===== src/hw/trp_pkg.sv =====
// package: constants and types for the threshold relay with peak hold
package trp_pkg;

   // ***********************************************
   // widths and timing
   // ***********************************************
   localparam int VAL_W = 16;
   localparam int DLY_W = 10;
   localparam longint CLK_HZ = 200000000;
   localparam longint TICK_MS = 100;
   localparam longint TICK_CYCLES = CLK_HZ * TICK_MS / 1000;
   localparam int TICK_CNT_W = 25;
   localparam int MIN_TICKS = 600;
   localparam int HOLD_W = 16;
   localparam int DLY_RESET = 0;
   localparam int TIMER_W = 16;
   localparam int MIN_STEP_TENTHS = 60; // tenth ticks in one tenth of a minute

   // ***********************************************
   // modes
   // ***********************************************
   typedef enum logic [2:0] {
      MODE_INACTIVE,
      MODE_ON_ABOVE,
      MODE_OFF_ABOVE,
      MODE_IN_BAND,
      MODE_OUT_BAND,
      MODE_SERIAL
   } trp_mode_t;

   typedef enum logic [1:0] {
      CRIT_HOLD,
      CRIT_FORCE_ON,
      CRIT_FORCE_OFF
   } trp_crit_t;

   typedef struct packed {
      trp_mode_t mode;
      logic signed [VAL_W-1:0] firstThreshold;
      logic signed [VAL_W-1:0] secondThreshold;
      logic [VAL_W-1:0] hysteresisHalfWidth;
      logic [DLY_W-1:0] assertDelay;
      logic [DLY_W-1:0] releaseDelay;
      logic unitMinutes;
      trp_crit_t criticalAction;
      logic usePeak;
      logic relayFitted;
      logic serialRelayState;
   } trp_relay_cfg_t;

   typedef struct packed {
      logic peakEnable;
      logic [VAL_W-1:0] peakMinAmplitude;
      logic [HOLD_W-1:0] holdTicks;
   } trp_peak_cfg_t;

endpackage


===== src/hw/trp_relay_ctrl.sv =====
// relay and indicator control with peak hold, hysteresis and delay timers
`timescale 1ns/1ps

// Contract
// - a peak counts only after a rise then a fall of peak_min_amplitude
// - a recognised peak is presented for the hold time
// - a new peak during hold replaces the value and restarts the timer
// - hold expiry without a new peak returns to the live value
// - a setting picks live or held value for the relay decision
// - indicator lights whenever the relay is closed
// - with no relay fitted only the indicator is driven, same logic
// - function selects unused, single threshold, two thresholds or serial
// - single threshold: on-above closes in upper zone, off-above opens there
// - relay changes only after crossing a border and staying past the delay
// - both delays zero switch at once on crossing
// - nonzero assert delay closes only after staying beyond border that long
// - nonzero release delay opens only after that delay since crossing
// - returning inside the border before expiry abandons the transition
// - critical action forces on, forces off or holds under a critical condition
// - two thresholds: inside or outside band closes, other zone opens
// - smaller threshold is lower, larger is upper, in any order
// - one hysteresis, function, delay pair, unit and action for both thresholds
// - inactive function keeps the relay released
// - serial function follows the written state, not kept over power loss
// - delays 0 to 99.9 in 0.1 steps, seconds or minutes
module trp_relay_ctrl
   import trp_pkg::*;
(
   input wire logic core_clk,
   input wire logic reset_n,
   input wire logic signed [VAL_W-1:0] inValue,
   input wire logic inValid,
   input wire logic inCritical,
   input wire trp_peak_cfg_t peakCfg,
   input wire trp_relay_cfg_t relayCfg,
   output logic relayDrive,
   output logic indicatorLed,
   output logic signed [VAL_W-1:0] presentedValue,
   output logic peakHolding
);

   // ***********************************************
   // tenth-second time base
   // ***********************************************
   logic [TICK_CNT_W-1:0] tickCnt_reg;
   logic tenthTick_reg;
   logic [5:0] minuteDiv_reg;
   logic minuteTick_reg;

   // tenths of a second from the core clock; free-running, so a timer armed
   // mid-step meets its first step early and every timer counts one step more
   always_ff @(posedge core_clk) begin
      if (!reset_n) begin
         tickCnt_reg <= '0;
         tenthTick_reg <= 1'b0;
      end else if (tickCnt_reg == TICK_CNT_W'(TICK_CYCLES - 1)) begin
         tickCnt_reg <= '0;
         tenthTick_reg <= 1'b1;
      end else begin
         tickCnt_reg <= tickCnt_reg + 1'b1;
         tenthTick_reg <= 1'b0;
      end
   end

   // tenths of a minute: every 60 tenth ticks
   always_ff @(posedge core_clk) begin
      if (!reset_n) begin
         minuteDiv_reg <= '0;
         minuteTick_reg <= 1'b0;
      end else if (tenthTick_reg) begin
         minuteTick_reg <= (minuteDiv_reg == 6'(MIN_STEP_TENTHS - 1));
         if (minuteDiv_reg == 6'(MIN_STEP_TENTHS - 1)) begin
            minuteDiv_reg <= '0;
         end else begin
            minuteDiv_reg <= minuteDiv_reg + 1'b1;
         end
      end else begin
         minuteTick_reg <= 1'b0;
      end
   end

   // unit selects the step of both delays
   logic delayStep;
   assign delayStep = relayCfg.unitMinutes ? minuteTick_reg : tenthTick_reg;

   // ***********************************************
   // peak detector
   // ***********************************************
   // running extremes; the rise arms the tracker, the fall fires it
   logic signed [VAL_W-1:0] runMax_reg;
   logic signed [VAL_W-1:0] runMin_reg;
   logic rising_reg;
   logic signed [VAL_W-1:0] heldPeak_reg;
   logic [HOLD_W-1:0] holdCnt_reg;
   logic holding_reg;
   logic peakFound;
   logic signed [VAL_W:0] riseAmt;
   logic signed [VAL_W:0] fallAmt;
   logic signed [VAL_W:0] minAmp;

   assign riseAmt = {inValue[VAL_W-1], inValue} - {runMin_reg[VAL_W-1], runMin_reg};
   assign fallAmt = {runMax_reg[VAL_W-1], runMax_reg} - {inValue[VAL_W-1], inValue};
   assign minAmp = {1'b0, peakCfg.peakMinAmplitude};
   // a peak needs a rise already armed and then a fall of the full amplitude
   assign peakFound = peakCfg.peakEnable && inValid && rising_reg && (fallAmt >= minAmp);

   // track rise from the valley, then fall from the top
   always_ff @(posedge core_clk) begin
      if (!reset_n) begin
         runMax_reg <= '0;
         runMin_reg <= '0;
         rising_reg <= 1'b0;
      end else if (inValid) begin
         if (!peakCfg.peakEnable) begin
            // restart at the live value so a re-enable never finds a stale rise
            rising_reg <= 1'b0;
            runMin_reg <= inValue;
            runMax_reg <= inValue;
         end else if (peakFound) begin
            rising_reg <= 1'b0;
            runMin_reg <= inValue;
            runMax_reg <= inValue;
         end else if (!rising_reg) begin
            if (inValue < runMin_reg) begin
               runMin_reg <= inValue;
            end
            if (riseAmt >= minAmp) begin
               rising_reg <= 1'b1;
               runMax_reg <= inValue;
            end
         end else if (inValue > runMax_reg) begin
            runMax_reg <= inValue;
         end
      end
   end

   // hold timer; a new peak always restarts it, expiry drops the hold
   always_ff @(posedge core_clk) begin
      if (!reset_n) begin
         heldPeak_reg <= '0;
         holdCnt_reg <= '0;
         holding_reg <= 1'b0;
      end else if (peakFound) begin
         heldPeak_reg <= runMax_reg;
         holdCnt_reg <= '0;
         holding_reg <= 1'b1;
      end else if (holding_reg && tenthTick_reg) begin
         // one step more than asked, so an early first step never cuts the hold
         if (holdCnt_reg >= peakCfg.holdTicks) begin
            holding_reg <= 1'b0;
         end
         holdCnt_reg <= holdCnt_reg + 1'b1;
      end else if (!peakCfg.peakEnable) begin
         holding_reg <= 1'b0;
      end
   end

   // last live sample, kept while a peak is shown so expiry falls back to it at once
   logic signed [VAL_W-1:0] lastLive_reg;
   always_ff @(posedge core_clk) begin
      if (!reset_n) begin
         lastLive_reg <= '0;
      end else if (inValid) begin
         lastLive_reg <= inValue;
      end
   end

   // holding flag to the pins, one clock behind the timer like the value
   always_ff @(posedge core_clk) begin
      if (!reset_n) begin
         peakHolding <= 1'b0;
      end else begin
         peakHolding <= holding_reg;
      end
   end

   // presented value: held peak while holding, else the live value
   always_ff @(posedge core_clk) begin
      if (!reset_n) begin
         presentedValue <= '0;
      end else if (holding_reg) begin
         presentedValue <= heldPeak_reg;
      end else if (inValid) begin
         presentedValue <= inValue;
      end else begin
         presentedValue <= lastLive_reg;
      end
   end

   // ***********************************************
   // zone decision
   // ***********************************************
   // zones use the sample itself, so a decision lands on its own strobe
   logic signed [VAL_W-1:0] lowThr;
   logic signed [VAL_W-1:0] highThr;
   logic signed [VAL_W-1:0] ctrlValue;
   logic signed [VAL_W+1:0] hysteresis_half_width;
   logic inActiveZone;
   logic inPassiveZone;
   logic wantOn;

   // order-free thresholds
   assign lowThr = (relayCfg.firstThreshold < relayCfg.secondThreshold) ?
      relayCfg.firstThreshold : relayCfg.secondThreshold;
   assign highThr = (relayCfg.firstThreshold < relayCfg.secondThreshold) ?
      relayCfg.secondThreshold : relayCfg.firstThreshold;
   // the held peak steers only while it is held; otherwise the live value
   assign ctrlValue = (relayCfg.usePeak && holding_reg) ? heldPeak_reg : inValue;
   assign hysteresis_half_width = {2'b00, relayCfg.hysteresisHalfWidth};

   // strictly beyond a border of threshold +/- hysteresis; both sides are widened
   // and kept signed, or a negative value would compare as a huge one
   function automatic logic above(input logic signed [VAL_W-1:0] v, input logic signed [VAL_W-1:0] t);
      logic signed [VAL_W+1:0] wideV;
      logic signed [VAL_W+1:0] wideT;
      wideV = {{2{v[VAL_W-1]}}, v};
      wideT = {{2{t[VAL_W-1]}}, t};
      above = (wideV > wideT + hysteresis_half_width);
   endfunction

   function automatic logic below(input logic signed [VAL_W-1:0] v, input logic signed [VAL_W-1:0] t);
      logic signed [VAL_W+1:0] wideV;
      logic signed [VAL_W+1:0] wideT;
      wideV = {{2{v[VAL_W-1]}}, v};
      wideT = {{2{t[VAL_W-1]}}, t};
      below = (wideV < wideT - hysteresis_half_width);
   endfunction

   // one hysteresis and one function serve both thresholds
   always_comb begin
      inActiveZone = 1'b0;
      inPassiveZone = 1'b0;
      wantOn = 1'b0;
      unique case (relayCfg.mode)
         MODE_ON_ABOVE, MODE_OFF_ABOVE: begin
            inActiveZone = above(ctrlValue, relayCfg.firstThreshold);
            inPassiveZone = below(ctrlValue, relayCfg.firstThreshold);
            wantOn = (relayCfg.mode == MODE_ON_ABOVE) ? inActiveZone : inPassiveZone;
         end
         MODE_IN_BAND, MODE_OUT_BAND: begin
            inActiveZone = above(ctrlValue, lowThr) && below(ctrlValue, highThr);
            inPassiveZone = below(ctrlValue, lowThr) || above(ctrlValue, highThr);
            wantOn = (relayCfg.mode == MODE_IN_BAND) ? inActiveZone : inPassiveZone;
         end
         default: begin
         end
      endcase
   end

   logic settled;
   assign settled = inActiveZone || inPassiveZone; // beyond some border

   // ***********************************************
   // delay timers and relay state
   // ***********************************************
   // one counter serves both delays; the pending target picks which applies
   logic relay_reg;
   logic pending_reg;
   logic pendTarget_reg;
   logic [TIMER_W-1:0] dlyCnt_reg;
   logic [DLY_W-1:0] curDelay;
   logic thresholdMode;
   logic delayDone;

   // the modes that compare a value, as against fixed or serial control
   function automatic logic comparesValue(input trp_mode_t m);
      comparesValue = (m != MODE_INACTIVE) && (m != MODE_SERIAL);
   endfunction

   assign thresholdMode = comparesValue(relayCfg.mode);
   assign curDelay = pendTarget_reg ? relayCfg.assertDelay : relayCfg.releaseDelay;
   // the full delay at least: the first step after arming may come early
   assign delayDone = (dlyCnt_reg >= TIMER_W'(curDelay));

   // pending transition armed on a crossing, confirmed after the delay
   always_ff @(posedge core_clk) begin
      if (!reset_n) begin
         relay_reg <= 1'b0;
         pending_reg <= 1'b0;
         pendTarget_reg <= 1'b0;
         dlyCnt_reg <= '0;
      end else if (relayCfg.mode == MODE_INACTIVE) begin
         relay_reg <= 1'b0;
         pending_reg <= 1'b0;
      end else if (relayCfg.mode == MODE_SERIAL) begin
         relay_reg <= relayCfg.serialRelayState;
         pending_reg <= 1'b0;
      end else if (inCritical) begin
         // a critical input overrides the zones and drops any pending change
         pending_reg <= 1'b0;
         if (relayCfg.criticalAction == CRIT_FORCE_ON) begin
            relay_reg <= 1'b1;
         end else if (relayCfg.criticalAction == CRIT_FORCE_OFF) begin
            relay_reg <= 1'b0;
         end
      end else if (thresholdMode && inValid && settled && (wantOn != relay_reg)) begin
         if (((wantOn ? relayCfg.assertDelay : relayCfg.releaseDelay) == DLY_W'(DLY_RESET))) begin
            relay_reg <= wantOn;
            pending_reg <= 1'b0;
         end else if (!pending_reg || pendTarget_reg != wantOn) begin
            pending_reg <= 1'b1;
            pendTarget_reg <= wantOn;
            dlyCnt_reg <= '0;
         end else if (delayStep) begin
            // a confirming sample on a step edge must not swallow that step
            if (delayDone) begin
               relay_reg <= pendTarget_reg;
               pending_reg <= 1'b0;
            end
            dlyCnt_reg <= dlyCnt_reg + 1'b1;
         end
      end else if (thresholdMode && inValid && pending_reg && !(settled && wantOn == pendTarget_reg)) begin
         // back inside the border or in the old zone: drop the pending change
         pending_reg <= 1'b0;
      end else if (pending_reg && delayStep) begin
         if (delayDone) begin
            relay_reg <= pendTarget_reg;
            pending_reg <= 1'b0;
         end
         dlyCnt_reg <= dlyCnt_reg + 1'b1;
      end
   end

   // ***********************************************
   // outputs
   // ***********************************************
   // contacts stay open when no relay is fitted; the logic behind runs the same
   always_ff @(posedge core_clk) begin
      if (!reset_n) begin
         relayDrive <= 1'b0;
      end else begin
         relayDrive <= relay_reg && relayCfg.relayFitted;
      end
   end

   // the indicator mirrors the relay state, fitted or not, in every mode
   always_ff @(posedge core_clk) begin
      if (!reset_n) begin
         indicatorLed <= 1'b0;
      end else begin
         indicatorLed <= relay_reg;
      end
   end

endmodule // trp_relay_ctrl


===== config.mk =====
export PLATFORM = sky130hd
export DESIGN_NAME = trp_relay_ctrl
export DESIGN_NICKNAME = d
export VERILOG_FILES = /design/src/hw/trp_pkg.sv /design/src/hw/trp_relay_ctrl.sv
export SDC_FILE = /design/constraint.sdc
export NUM_CORES = 1
export LEC_CHECK = 0
export ABC_CLOCK_PERIOD_IN_PS = 9600
export BUFFER_PORTS_ARGS = -buffer_cell sky130_fd_sc_hd__clkbuf_2
export CAP_MARGIN = 40
export CORE_MARGIN = 2
export CORE_UTILIZATION = 50
export CTS_BUF_LIST = sky130_fd_sc_hd__clkbuf_16
export DETAILED_ROUTE_END_ITERATION = 12
export HOLD_SLACK_MARGIN = 0.12
export PLACE_DENSITY = 0.71
export SLEW_MARGIN = 25
export SYNTH_ARGS = -nofsm -noshare
export SYNTH_HDL_FRONTEND = slang
export SYNTH_SLANG_ARGS = --single-unit

===== constraint.sdc =====
create_clock -name core_clk -period 9.6 [get_ports core_clk]
set_input_delay 1.92 -clock core_clk [delete_from_list [all_inputs] [get_ports core_clk]]
set_output_delay 1.92 -clock core_clk [all_outputs]
set_load 0.05 [all_outputs]

==> impl_metrics.yaml <==
timing:
  fin_crit_ns: 9.328
  timing.slew.headroom_pct: 46.97
  drv_slew: 0
  layout_setup_ws_ns: 0.2717
  hold_violations: 0
  setup_violations: 0
  fin_setup_tns_ns: 0
  worst_clock_skew_ns: 0.01181
  min_period_over_period_pct: 97.17
  fmax_mhz: 107.2
  worstMarginPinSlew_ns: 0.7754
drt:
  viasPerCell: 5.641
  ant_nets: 0
  wire_per_inst_microns: 16.46
  drc_errors: 0
  routed_wl_mm: 46.37
  vias: 15890
  firstDrtPassIters: 7
  dr.first_iter.drc_count: 901
clocking:
  h-tree-depth: 4
  clk_latency_ns: 0.44
  cts_root_buf: "clkbuf_16"
  cts.reportedPaths.clkPinSlew_ns: 0.07
  cts_buffers: 17
  numClockSinks: 153
  clk_path_buf_depth: 2
  tritoncts: "yes"
  cts_hold_buf: 0
global_route:
  grt_use_met3_pct: 3.640
  busiest_layer: "met2"
  use_met1_pct: 32.64
  met2_usage_pct: 44.22
  grt_pass1_wl_mm: 74.09
  grt_max_degree: 57
  grtUsageTotal_pct: 25.57
  overflow: 0
  antenna_found_initial: 0
  grt_pass1_vias: 15300
die:
  die_y_microns: 187.3
  dieArea_sq_um: 35070
  rows: 67
  coreArea_sq_um: 33280
  io_pins: 149
  die_width_microns: 187.3
  start_util_pct: 50.46
place:
  dp_hpwl_mm: 37.02
  dpl-instance-area_sq_um: 18860
  place_ws_ns: -0.6157
  port_buffers: 148
  place_congestion: 0.9267
synthesis:
  ys_ff_latch: 153
  synth_cells: 2097
  ys_warn_count: 0
  ys_seq_area_share_pct: 18.24
  synth_edf_count: 0
  async_flop_share_pct: 0
  ys.flop_type: "dfxtp_1"
  synthesis.nets: 2551
  synth_cell_types: 92
  syn_area_sq_um: 16790
  synth.avg_cell_area_sq_um: 8.008
layout:
  antenna_cells: 0
  nets: 2810
  fin_area_sq_um: 20080
  drive_gt1_share_pct: 18.83
  largest_reg_flops: 25
  area_delta_synth_final_pct: 19.59
critical_path:
  crit_start: "relayCfg[43]"
  cp_slowest_stage_delay_ns: 0.50
  end_kind: "register"
  reg2reg_from: "holding_reg"
  crit_path_max_fanout: 8
  cp_slowest_cell: "or4_4"
  start_kind: "input port"
  crit_type: "input port to register"
  cp.required_ns: 9.98
  critPathArrivalTime_ns: 9.70
  critical_path.most_common_cell: "a21o_1"
flow_run:
  timing.max_cap.violations: 0
worst_hold_path:
  worstHoldPathType: "register to register"
  hold_path_startpoint: "runMin_reg[11]"
power:
  p_leak_nw: 9.564
  powerDensity_nw_per_um2: 135.2
  vdd_drop_max_mv: 0.1328
  power_w: 0.002716
run_status:
  outcome: "completed"
-- synth_stat cells (15+ instances only) --
cell         n  area [sq um]
ha_1       316          3954
inv_1      203         762.0
nor2_1     197         739.5
dfxtp_1    153          3063
nand2_1    153         574.3
a21oi_1    141         705.7
o21ai_0     97         485.5
xnor2_1     94         823.3
mux2i_1     72         720.7
nand3_1     58         290.3
xor2_1      55         481.7
a21o_1      36         270.3
clkbuf_1    35         131.4
nand2b_1    30         187.7
mux2_2      29         326.6
nor3_1      28         140.1
nor2b_1     27         168.9
and3_1      24         150.1
nand4_1     23         143.9
o21bai_1    21         157.7
o21a_1      20         150.1
a211oi_1    18         135.1
o31ai_1     18         135.1
a2bb2oi_1   16         140.1
a31oi_1     15         93.84
-- metal layers --
layer	routed length [microns]	vias to the layer above
met5	0	-
met3	2160	84
met2	22210	351
met1	20720	7505
met4	1277	0
li1	-	7950
-- layout make-up --
cell class                      instances  area, sq um
Clock buffer                           17        425.4
Clock inverter                         15        155.1
Fill cell                            2976        13200
Inverter                              206        773.2
Multi-Input combinational cell       1687        13160
Sequential cell                       153         3063
Tap cell                              448        560.5
Timing Repair Buffer                  291         1943
-- worst max-delay path, delay by kind of cell --
family / cells / cell delay [ns]
XOR/XNOR: 1 / 0.08
AO/OA/AOI/OAI: 26 / 4.48
adder cells (fa/ha/maj): 3 / 0.83
buffers and inverters: 6 / 0.76
AND/OR/NAND/NOR: 5 / 1.16
multiplexers: 2 / 0.44
-- through the flow --
stage	hold slack, ns	util [%]	instances
floorplan	0.4382	-	2097
global placement	0.4484	56.58	2760
detailed placement	0.4571	56.67	2763
CTS	0.4666	58.55	2795
global route	0.4765	60.34	2817
finish	0.4626	60.34	2817
-- logic make-up after synthesis --
| group | count (synthesis) | synth area share [%] |
|---|---|---|
| AND/OR/NAND/NOR | 616 | 17.69 |
| AO/OA/AOI/OAI | 494 | 19.48 |
| adder cells (fa/ha/maj) | 324 | 24.50 |
| buffers and inverters | 257 | 5.878 |
| flip-flops | 153 | 18.24 |
| XOR/XNOR | 149 | 7.771 |
| multiplexers | 104 | 6.437 |
-- final timing paths --
kind,slack (ns),cells past startpoint,to
worst min register to register,0.46,2,runMin_reg[11]
worst max register to register,4.09,19,dlyCnt_reg[8]
worst max-delay path,0.27,43,dlyCnt_reg[8]
worst min-delay path,0.46,2,runMin_reg[11]
-- layout by cell type, fill, tap and decap left out, drive strengths merged, types with 11 or more instances in the layout --
| cell | instances |
|---|---|
| dfxtp | 153 |
| buf | 141 |
| ha | 316 |
| or4 | 11 |
| nor2b | 27 |
| o211ai | 12 |
| a2bb2oi | 17 |
| and3 | 24 |
| o21bai | 21 |
| clkbuf | 167 |
| a31oi | 15 |
| a21o | 36 |
| nand2b | 31 |
| mux2i | 72 |
| nand2 | 153 |
| inv | 213 |
| o21ai | 107 |
| nor4 | 13 |
| nor3 | 29 |
| a21oi | 144 |
| o31ai | 19 |
| mux2 | 32 |
| xor2 | 55 |
| nand4 | 24 |
| xnor2 | 94 |
| nor2 | 197 |
| a211oi | 19 |
| nand3 | 58 |
| o21a | 21 |
| a21boi | 15 |
-- timing repair --
item                                    4_1_cts  5_1_grt
gates resized for setup                      15       84
hold endpoints to repair                      0        0
cloned                                        0        2
setup buffers                                 0       18
endpoints found under the setup margin       17       19
pin swaps                                     1       76
-- where the power goes --
group | internal [W] | switching (W) | total [W]
clock | 0.000367 | 0.000300 | 0.000667
combinational | 0.000622 | 0.000751 | 0.00137
sequential | 0.000658 | 0.0000173 | 0.000676
total | 0.00165 | 0.00107 | 0.00272
No activity file was read; power rests on OpenSTA's default activity.
